--- src/clk_switch_pkg.sv ---
package clk_switch_pkg;

    // ************************************************************
    // Select encoding and timing counts
    // ************************************************************
    localparam logic SEL_PRIMARY   = 1'b0;  // Nominal reference input
    localparam logic SEL_ALTERNATE = 1'b1;  // Alternate reference input
    localparam int   NUM_PLLS      = 2;     // Power-down width with switching
    localparam logic [7:0] RECONFIG_CYCLES = 8'h08;  // Reconfiguration time
    localparam logic [3:0] RESET_CYCLES    = 4'h4;   // Reset pulse length
    localparam logic [1:0] PD_RESET_VALUE  = 2'h3;   // Both PLLs powered down

    // Handshake states, Gray coded from ST_IDLE through ST_SETTLE
    typedef enum logic [2:0] {
        ST_IDLE   = 3'b000,
        ST_BUSY   = 3'b001,
        ST_DONE   = 3'b011,
        ST_RESET  = 3'b010,
        ST_SETTLE = 3'b110
    } hs_state_t;

endpackage : clk_switch_pkg

--- src/clk_switch_if.sv ---
`timescale 1ns/1ns
`default_nettype none
interface clk_switch_if;
    logic clock_select;      // 0 primary, 1 alternate reference
    logic reconfig_request;  // Held high until done
    logic reconfig_done;     // Completion indication
    logic tx_reset;          // Transmitter reset, active high

    modport device (
        input  clock_select,
        input  reconfig_request,
        input  tx_reset,
        output reconfig_done
    );
    modport host (
        output clock_select,
        output reconfig_request,
        output tx_reset,
        input  reconfig_done
    );
endinterface : clk_switch_if
`default_nettype wire

--- src/sync_2ff.sv ---
`timescale 1ns/1ns
`default_nettype none
module sync_2ff (
    // Clock and reset
    input  wire logic clk,
    input  wire logic reset_n,
    // Data
    input  wire logic d,
    output var  logic q
);
    logic meta_q;  // First stage, read only by second

    // Two-stage synchroniser
    always_ff @(posedge clk or negedge reset_n) begin
        if (!reset_n) begin
            meta_q <= 1'b0;
            q      <= 1'b0;
        end else begin
            meta_q <= d;
            q      <= meta_q;
        end
    end
endmodule : sync_2ff
`default_nettype wire

--- src/clk_switch_device.sv ---
`timescale 1ns/1ns
`default_nettype none
module clk_switch_device
#(
    parameter bit PLL_SWITCHING = 1'b1  // Second PLL instead of ref mux
) (
    // Clock and reset
    input  wire logic                                clk,
    input  wire logic                                reset_n,
    // Handshake side
    clk_switch_if.device                             hs,
    // Transceiver side
    input  wire logic                                sd_mode,
    output var  logic                                ref_select,
    output var  logic [clk_switch_pkg::NUM_PLLS-1:0] pll_powerdown,
    output var  logic                                tx_in_reset,
    output var  logic                                switch_failed
);
    import clk_switch_pkg::*;

    // ************************************************************
    // Registers
    // ************************************************************
    logic       sel_pend_q;     // Select captured at request
    logic       req_q;          // Request, previous cycle
    logic       sel_act_q;      // Select that currently drives clock
    // Mode input after the synchroniser
    logic       sd_sync;        // Standard-definition mode, settled
    logic       staged_q;       // Reconfigured, awaiting reset
    logic       rst_seen_q;     // Reset high seen after staging
    logic [7:0] cnt_q;          // Reconfiguration timer
    logic       done_q;         // Done toward host
    hs_state_t  state_q;        // Handshake state

    // ************************************************************
    // Input sampling
    // ************************************************************
    // Handshake inputs share clk with the host logic, so no
    // synchroniser; only the previous request is kept for edges
    always_ff @(posedge clk or negedge reset_n) begin
        if (!reset_n) begin
            // Idle level, so no false edge after reset
            req_q <= 1'b0;
        end else begin
            // Select itself is read directly at the start edge
            req_q <= hs.reconfig_request;
        end
    end

    // ************************************************************
    // Mode input
    // ************************************************************
    // Mode level may come from another domain: two flops first
    // Only a slow level, so the two-cycle lag is harmless
    sync_2ff sync_2ff_i (
        .clk     (clk),
        .reset_n (reset_n),
        .d       (sd_mode),
        .q       (sd_sync)
    );

    // ************************************************************
    // Handshake state machine
    // ************************************************************
    // Request rise starts, done raised after the timer
    always_ff @(posedge clk or negedge reset_n) begin
        if (!reset_n) begin
            // Idle, done low, primary captured
            state_q    <= ST_IDLE;
            cnt_q      <= 8'h00;
            done_q     <= 1'b0;
            sel_pend_q <= SEL_PRIMARY;
        end else begin
            unique case (state_q)
                ST_IDLE: begin
                    // Done stays low while idle
                    done_q <= 1'b0;
                    // Rising request begins reconfiguration; a level
                    // left high from an earlier cycle starts nothing,
                    // and SD mode offers no rate switch
                    if (hs.reconfig_request && !req_q
                        && !sd_sync) begin
                        sel_pend_q <= hs.clock_select;
                        cnt_q      <= RECONFIG_CYCLES;
                        state_q    <= ST_BUSY;
                    end
                end
                ST_BUSY: begin
                    // Count out reconfiguration time
                    if (cnt_q > 8'h01) begin
                        cnt_q <= cnt_q - 8'h01;
                    end else begin
                        // Timer out: raise done
                        done_q  <= 1'b1;
                        state_q <= ST_DONE;
                    end
                end
                ST_DONE: begin
                    // Hold done until request falls
                    if (!hs.reconfig_request) begin
                        // Handshake complete, done falls
                        done_q  <= 1'b0;
                        state_q <= ST_IDLE;
                    end
                end
                default: begin
                    // Host-only codes are illegal here; back to idle
                    state_q <= ST_IDLE;
                end
            endcase
        end
    end

    // ************************************************************
    // Staging and reset-gated commit
    // ************************************************************
    // New select only drives the clock after a full reset pulse
    always_ff @(posedge clk or negedge reset_n) begin
        if (!reset_n) begin
            // Nothing staged, primary drives the clock
            staged_q      <= 1'b0;
            rst_seen_q    <= 1'b0;
            sel_act_q     <= SEL_PRIMARY;
            switch_failed <= 1'b0;
        end else begin
            if (state_q == ST_DONE && !hs.reconfig_request) begin
                // A select equal to the one already active fails
                if (sel_pend_q == sel_act_q) begin
                    // Clock stays on the old reference
                    switch_failed <= 1'b1;
                    staged_q      <= 1'b0;
                end else begin
                    // Select differs: wait for the reset pulse
                    switch_failed <= 1'b0;
                    staged_q      <= 1'b1;
                end
                rst_seen_q <= 1'b0;
            end else if (staged_q && hs.tx_reset) begin
                // Reset high while staged: first half of the pulse
                rst_seen_q <= 1'b1;
            end else if (staged_q && rst_seen_q && !hs.tx_reset) begin
                // Reset released: the new reference takes over
                sel_act_q  <= sel_pend_q;
                staged_q   <= 1'b0;
                rst_seen_q <= 1'b0;
            end
        end
    end

    // ************************************************************
    // Transceiver controls
    // ************************************************************
    // Active select and reset copy toward the transceiver
    always_ff @(posedge clk or negedge reset_n) begin
        if (!reset_n) begin
            // Primary reference, transmitter held in reset
            ref_select  <= SEL_PRIMARY;
            tx_in_reset <= 1'b1;
        end else begin
            ref_select  <= sel_act_q;
            tx_in_reset <= hs.tx_reset;
        end
    end

    // Power-down per PLL, or a reference mux on one PLL
    always_ff @(posedge clk or negedge reset_n) begin
        if (!reset_n) begin
            // Both PLLs down until reset is released
            pll_powerdown <= PD_RESET_VALUE;
        end else if (PLL_SWITCHING) begin
            // One bit per PLL, idle PLL held down; both down in reset
            pll_powerdown[0] <= hs.tx_reset
                                | (sel_act_q != SEL_PRIMARY);
            pll_powerdown[1] <= hs.tx_reset
                                | (sel_act_q != SEL_ALTERNATE);
        end else begin
            // Single PLL, references muxed, second bit unused
            pll_powerdown <= {1'b0, hs.tx_reset};
        end
    end

    // ************************************************************
    // Done output
    // ************************************************************
    // Done comes straight from its flop
    assign hs.reconfig_done = done_q;

endmodule : clk_switch_device
`default_nettype wire

--- src/flat_wrapper.sv ---
// flat-port wrapper written by rule: the top's interface ports become plain ports
module clk_switch_device_flat import clk_switch_pkg::*;
#(
    parameter bit PLL_SWITCHING = 1'b1                                  
)
  (clk, reset_n, sd_mode, ref_select, pll_powerdown, tx_in_reset, switch_failed, hs_clock_select, hs_reconfig_request, hs_tx_reset, hs_reconfig_done);
  clk_switch_if hs_i ();
  input  wire logic clk;
  input  wire logic reset_n;
  input  wire logic sd_mode;
  output var  logic ref_select;
  output var  logic [clk_switch_pkg::NUM_PLLS-1:0] pll_powerdown;
  output var  logic tx_in_reset;
  output var  logic switch_failed;
  input wire logic [$bits(hs_i.clock_select)-1:0] hs_clock_select;
  input wire logic [$bits(hs_i.reconfig_request)-1:0] hs_reconfig_request;
  input wire logic [$bits(hs_i.tx_reset)-1:0] hs_tx_reset;
  output wire logic [$bits(hs_i.reconfig_done)-1:0] hs_reconfig_done;
  assign hs_i.clock_select = hs_clock_select;
  assign hs_i.reconfig_request = hs_reconfig_request;
  assign hs_i.tx_reset = hs_tx_reset;
  assign hs_reconfig_done = hs_i.reconfig_done;
  clk_switch_device #(.PLL_SWITCHING(PLL_SWITCHING)) u_core (.clk(clk), .reset_n(reset_n), .hs(hs_i), .sd_mode(sd_mode), .ref_select(ref_select), .pll_powerdown(pll_powerdown), .tx_in_reset(tx_in_reset), .switch_failed(switch_failed));
endmodule
--- config.mk ---
export PLATFORM = sky130hd
export DESIGN_NAME = clk_switch_device_flat
export DESIGN_NICKNAME = d
export VERILOG_FILES = /design/src/clk_switch_pkg.sv /design/src/clk_switch_if.sv /design/src/sync_2ff.sv /design/src/clk_switch_device.sv /design/src/flat_wrapper.sv
export SDC_FILE = /design/constraint.sdc
export NUM_CORES = 1
export LEC_CHECK = 0
export BUFFER_PORTS_ARGS = -buffer_cell sky130_fd_sc_hd__buf_2
export CORE_MARGIN = 5
export CORE_UTILIZATION = 35
export DETAILED_ROUTE_END_ITERATION = 7
export GPL_ROUTABILITY_DRIVEN = 0
export PLACE_DENSITY = 0.61
export SLEW_MARGIN = 30
export SYNTH_ARGS = -nofsm -noshare
export SYNTH_HDL_FRONTEND = slang
export SYNTH_SLANG_ARGS = --single-unit
--- constraint.sdc ---
create_clock -name clk -period 2.7 [get_ports clk]
set_input_delay 0.405 -clock clk [delete_from_list [all_inputs] [get_ports clk]]
set_output_delay 0.405 -clock clk [all_outputs]
set_load 0.02 [all_outputs]
Yosys cells after proc, flatten, opt, wreduce, memory -nomap -nowiden
Cells that the tools add are included.
- register bits after elaboration: 24
- bits of input ports: 6
- logic and storage cells: 67
- order comparisons: 1
- reductions and logical operators: 21
- bitwise logic cells: 5
- equal/unequal tests: 8
- muxes and demuxes: 17
- add/subtract/negate cells: 1
- operators by type and width (kind ; count):
    2-to-1 mux 8 bit ; 2
    case mux 8 bit (2 select lines) ; 1
    AND reduction 3 bit ; 4
    2-to-1 mux 1 bit ; 9
    2-to-1 mux 3 bit ; 3
    case mux 3 bit (3 select lines) ; 1
    > comparator 8 x 1 -> 1 bit (second input constant) ; 1
    subtractor 8 x 1 -> 8 bit (second input constant) ; 1
    logical AND 1 bit ; 6
    inequality test 2 x 1 -> 1 bit (second input constant) ; 3
    nonzero test 3 bit ; 2
    logical NOT 1 bit ; 4
    inequality test 2 bit (second input constant) ; 2
    AND reduction 2 bit ; 2
    nonzero test 2 bit ; 2
    == test 3 x 1 -> 1 bit (second input constant) ; 1
    == test 3 x 2 -> 1 bit (second input constant) ; 1
    logical NOT 3 bit ; 1
    NOT 1 bit ; 3
    case mux 1 bit (3 select lines) ; 1
    OR 1 bit ; 2
    == test 1 bit ; 1

Depth between registers and ports, before layout
- depth after elaboration: 5
- gate-level depth with buffers: 6

By module
Synthesis repeated with hierarchy kept, for this count alone.
- cells, all modules: 91
- area total of the unflattened synthesis: 1023.5 um^2
- by module, submodules not included (module ; area each (um^2) ; times used ; sequential area each (um^2) ; cells an instance):
    clk_switch_device ; 973.4 ; 1 ; 529.3 ; 89
    sync_2ff ; 50.0 ; 1 ; 50.0 ; 2

Least setup slack after synthesis
No wires, ideal clock.
- path kind: flip-flop to flip-flop
- from: register u_core.cnt_q[2]
- to: register u_core.cnt_q[5]
- data arrival time: 1.572 ns
- cell stages (with the launch flop): 5
- setup slack: 1.007 ns
- clock period less this slack: 1.693 ns
- path buffers: 0
- required time: 2.579 ns
- cell sequence: dfrtp_1 > or4_4 > nor4_4 > a2bb2oi_1 > o21ai_1
- longest elaborated chain between the ends: 3
- elaborated cells between the ends (all ways): 6
- classes of those cells: add/sub: 1; order compare: 1; eq/ne: 1; mux: 2; reduce/logical: 1
- ends and longest elaborated chain (what ; RTL line ; RTL):
    start, declared ; clk_switch_device.sv:31 ; logic [7:0] cnt_q;
    start signal, assigned ; clk_switch_device.sv:91 ; cnt_q <= cnt_q - 8'h01;
    subtractor 8 x 1 -> 8 bit or > comparator 8 x 1 -> 1 bit (tied branches) ; clk_switch_device.sv:91, clk_switch_device.sv:90 ;
    2-to-1 mux 8 bit or inequality test 2 x 1 -> 1 bit (tied branches) ; - ;
    case mux 8 bit (2 select lines) or AND reduction 3 bit (tied branches) ; - ;
Several ways; a longest one is shown, not always the timed one. The select of a mux whose other input is x is not followed.
A chain may end at the register's enable or synchronous reset.

Worst setup path after layout
Ends and elaborated chain as after synthesis.

==> flow_metrics.tcl <==
set metrics [dict create \
    grt_setup_unrepaired "false" \
    cts_setup_buffers 0 \
    rrSetupSlack_ns 0.86 \
    async_flop_share 1.000 \
    placed_area_um2 1126 \
    pwr_density_cell_nw_per_um2 1055 \
    cts_resized 0 \
    critical_path_arrival_ns 2.05 \
    ys_types 28 \
    crit_chain "or4_4 -> nor4_4 -> a2bb2oi_1 -> o21ai_1" \
    peakVddDrop_uv 359.8 \
    syn_avg_cell_area_um2 10.98 \
    cp_max_fo 7 \
    place.port_buffers 11 \
    drv_slew 0 \
    report.final.hold_viol_count 0 \
    cts_buffers 3 \
    clock-root-buffer "clkbuf_4" \
    reg2reg_to "u_core.cnt_q[5]" \
    cts_tree "yes" \
    setup_viol 0 \
    synth_nets 103 \
    die_area_um2 4173 \
    grt_max_degree 24 \
    path_buf_inv 0 \
    yosysWarningCount 0 \
    grt_overflow 0 \
    clk_pin_slew_ns 0.14 \
    r2r-start "u_core.cnt_q[2]" \
    cpLargestDelayFamily "simple AND/OR/NAND/NOR gates" \
    worst_pin_slew_ns 0.5034 \
    ctsHoldBuffers 0 \
    hpwlAfterDp_um 1323 \
    clk_latency_ns 0.32 \
    ys_ff_latch 23 \
    worstPathRequired_ns 2.91 \
    syn_area_um2 1044 \
    synth_seq_area_share 0.5552 \
    finalNetCount 116 \
    startpoint_type "flip-flop" \
    drive_gt1_frac 0.2056 \
    core-area_um2 2805 \
    cap_violations 0 \
    power_leakage_nw 0.5120 \
    stdcell_area_um2 1156 \
    die_x_um 64.60 \
    max_stage_delay_ns 0.59 \
    fin_skew_ns 0.008160 \
    drt_first_pass_iters 4 \
    antenna_found_initial 0 \
    grt_pass1_wl_um 3042 \
    num_io_pins 12 \
    crit_end "u_core.cnt_q[5]" \
    num_rows 19 \
    fmax_mhz 542.7 \
    layout_min_cycle_time_ns 1.843 \
    critPathSlowestCell "or4_4" \
    cts_sinks 23 \
    r2r_cells 4 \
    status "finished, final reports clean" \
    synthToLayoutAreaGrowth_pct 10.79 \
    fillerInstances 287 \
    grt_pass1_vias 701 \
    fin_tns_setup_ns 0 \
    die_height_um 64.60 \
    synth_edf_count 0 \
    diodes 0 \
    grt.total_usage 0.09318 \
    synth_top_flop_cell "dfrtp_1" \
    drc_errors 0 \
    h-tree-depth 1 \
    drt_iter0_drc 15 \
    vias_per_cell 5.246 \
    postRouteAntennaNets 0 \
    cts_buffer_depth 2 \
    drt_wl_total_um 1705 \
    period_share 0.6824 \
    maxSlewHeadroom 0.6644 \
    dr_total_vias 724 \
    postSynthCellCount 95 \
    worstSetupPathType "flip-flop to flip-flop" \
    wl_per_cell_um 12.36 \
    crit_path_end_kind "flip-flop" \
    crit_start "u_core.cnt_q[2]" \
    crit_cells 4 \
    hp-class "primary input to async pin" \
    initial_utilization 0.3720 \
]
[layout by cell type, fill, tap and decap left out]
cell | Yosys | final
a211oi_2 | 1 | 1
a21oi_1 | 3 | 3
a2bb2oi_1 | 1 | 1
and3_1 | 1 | 1
buf_2 | 0 | 11
clkbuf_4 | 0 | 3
clkinvlp_4 | 0 | 1
dfrtp_1 | 20 | 20
dfstp_2 | 3 | 3
ha_1 | 2 | 2
inv_1 | 4 | 4
mux2_1 | 3 | 3
mux2i_1 | 5 | 5
nand2_1 | 6 | 6
nand2b_1 | 5 | 5
nand3_1 | 2 | 2
nand4b_1 | 1 | 1
nor2_1 | 14 | 14
nor2b_1 | 3 | 3
nor3_1 | 5 | 5
nor4_4 | 1 | 1
nor4b_1 | 1 | 1
o21ai_0 | 2 | 2
o21ai_1 | 1 | 1
o311a_1 | 1 | 1
o32ai_1 | 2 | 2
or2_2 | 1 | 1
or4_4 | 1 | 1
or4b_1 | 1 | 1
xnor2_1 | 2 | 2
[state kept, by name, summed over array words and instances, names as in the netlist]
name and count:
u_core.cnt_q 8, u_core.pll_powerdown 2, u_core.state_q 2, u_core.hs.reconfig_done 1
u_core.ref_select 1, u_core.req_q 1, u_core.rst_seen_q 1, u_core.sel_act_q 1
u_core.sel_pend_q 1, u_core.staged_q 1, u_core.switch_failed 1, u_core.sync_2ff_i.meta_q 1
u_core.sync_2ff_i.q 1, u_core.tx_in_reset 1
[power by group]
part           leakage (nW)  internal (W)  total, W  switching, W
Sequential            0.279      0.000473  0.000604      0.000131
Combinational         0.219      0.000209  0.000450      0.000241
Clock                0.0139     0.0000565  0.000166      0.000109
[stage by stage]
| stage | hold WS, ns | util | worst slack, ns | power (W) | std cells |
|---|---|---|---|---|---|
| after CTS | 0.04022 | 0.4121 | 0.8499 | 0.001231 | 138 |
| after global placement | 0.3422 | 0.4014 | 0.9186 | 0.001047 | 134 |
| after floorplan | 0.1094 | - | 1.007 | 0.0009470 | 95 |
| after global routing | 0.05982 | 0.4121 | 0.7155 | 0.001323 | 138 |
| after detailed placement | 0.3452 | 0.4014 | 0.8648 | 0.001067 | 134 |
| final | 0.02968 | 0.4121 | 0.8574 | 0.001220 | 138 |
[synthesized netlist by cell type, types with 2 or more instances]
cell	number	area (µm²)
nand3_1	2	10.01
o21ai_0	2	10.01
ha_1	2	25.02
dfstp_2	3	78.83
xnor2_1	2	17.52
mux2i_1	5	50.05
nor2b_1	3	18.77
nor2_1	14	52.55
dfrtp_1	20	500.5
nand2b_1	5	31.28
inv_1	4	15.01
nor3_1	5	25.02
nand2_1	6	22.52
o32ai_1	2	17.52
mux2_1	3	33.78
a21oi_1	3	15.01
clkbuf_1	3	11.26
[routing by layer]
layer / vias up / share of wire / global-route usage
li1: 349 / - / -
met1: 360 / 0.47 / 0.1228
met2: 13 / 0.50 / 0.1508
met3: 2 / 0.032 / 0.01727
met4: 0 / 0.0059 / 0.03958
met5: - / 0 / 0
[layout make-up]
cell class / count / area, µm² / share of cell area
Sequential cell: 23 / 579.3 / 0.5011
Multi-Input combinational cell: 65 / 437.9 / 0.3788
Timing Repair Buffer: 11 / 55.05 / 0.04762
Tap cell: 31 / 38.79 / 0.03355
Clock buffer: 3 / 22.52 / 0.01948
Inverter: 4 / 15.01 / 0.01299
Clock inverter: 1 / 7.507 / 0.006493
[cells by family after synthesis]
logic type	share of synthesized area
adders and majority gates	0.02398
xor gates and xnor gates	0.01679
and+or+nand+nor	0.2230
muxes	0.08034
buffers and inverters	0.02517
AOI/OAI and AO/OA	0.07553
DFF	0.5552
[worst min path at each step]
stage / start / endpoint / slack, ns / cells after the start
2_1_floorplan: reset_n / u_core.cnt_q[0] / 0.11 / 0
3_3_place_gp: u_core.sync_2ff_i.meta_q / u_core.sync_2ff_i.q / 0.34 / 0
3_5_place_dp: u_core.sync_2ff_i.meta_q / u_core.sync_2ff_i.q / 0.35 / 0
4_1_cts: reset_n / u_core.switch_failed / 0.04 / 1
5_1_grt: reset_n / u_core.switch_failed / 0.06 / 1
6_report: reset_n / u_core.switch_failed / 0.03 / 1
[worst reg2reg max path: stages (launching register included)]
cell,delay [ns]
dfrtp_1,0.46
or4_4,0.59
nor4_4,0.40
a2bb2oi_1,0.23
o21ai_1,0.07
(Power assumes the default switching activity.)
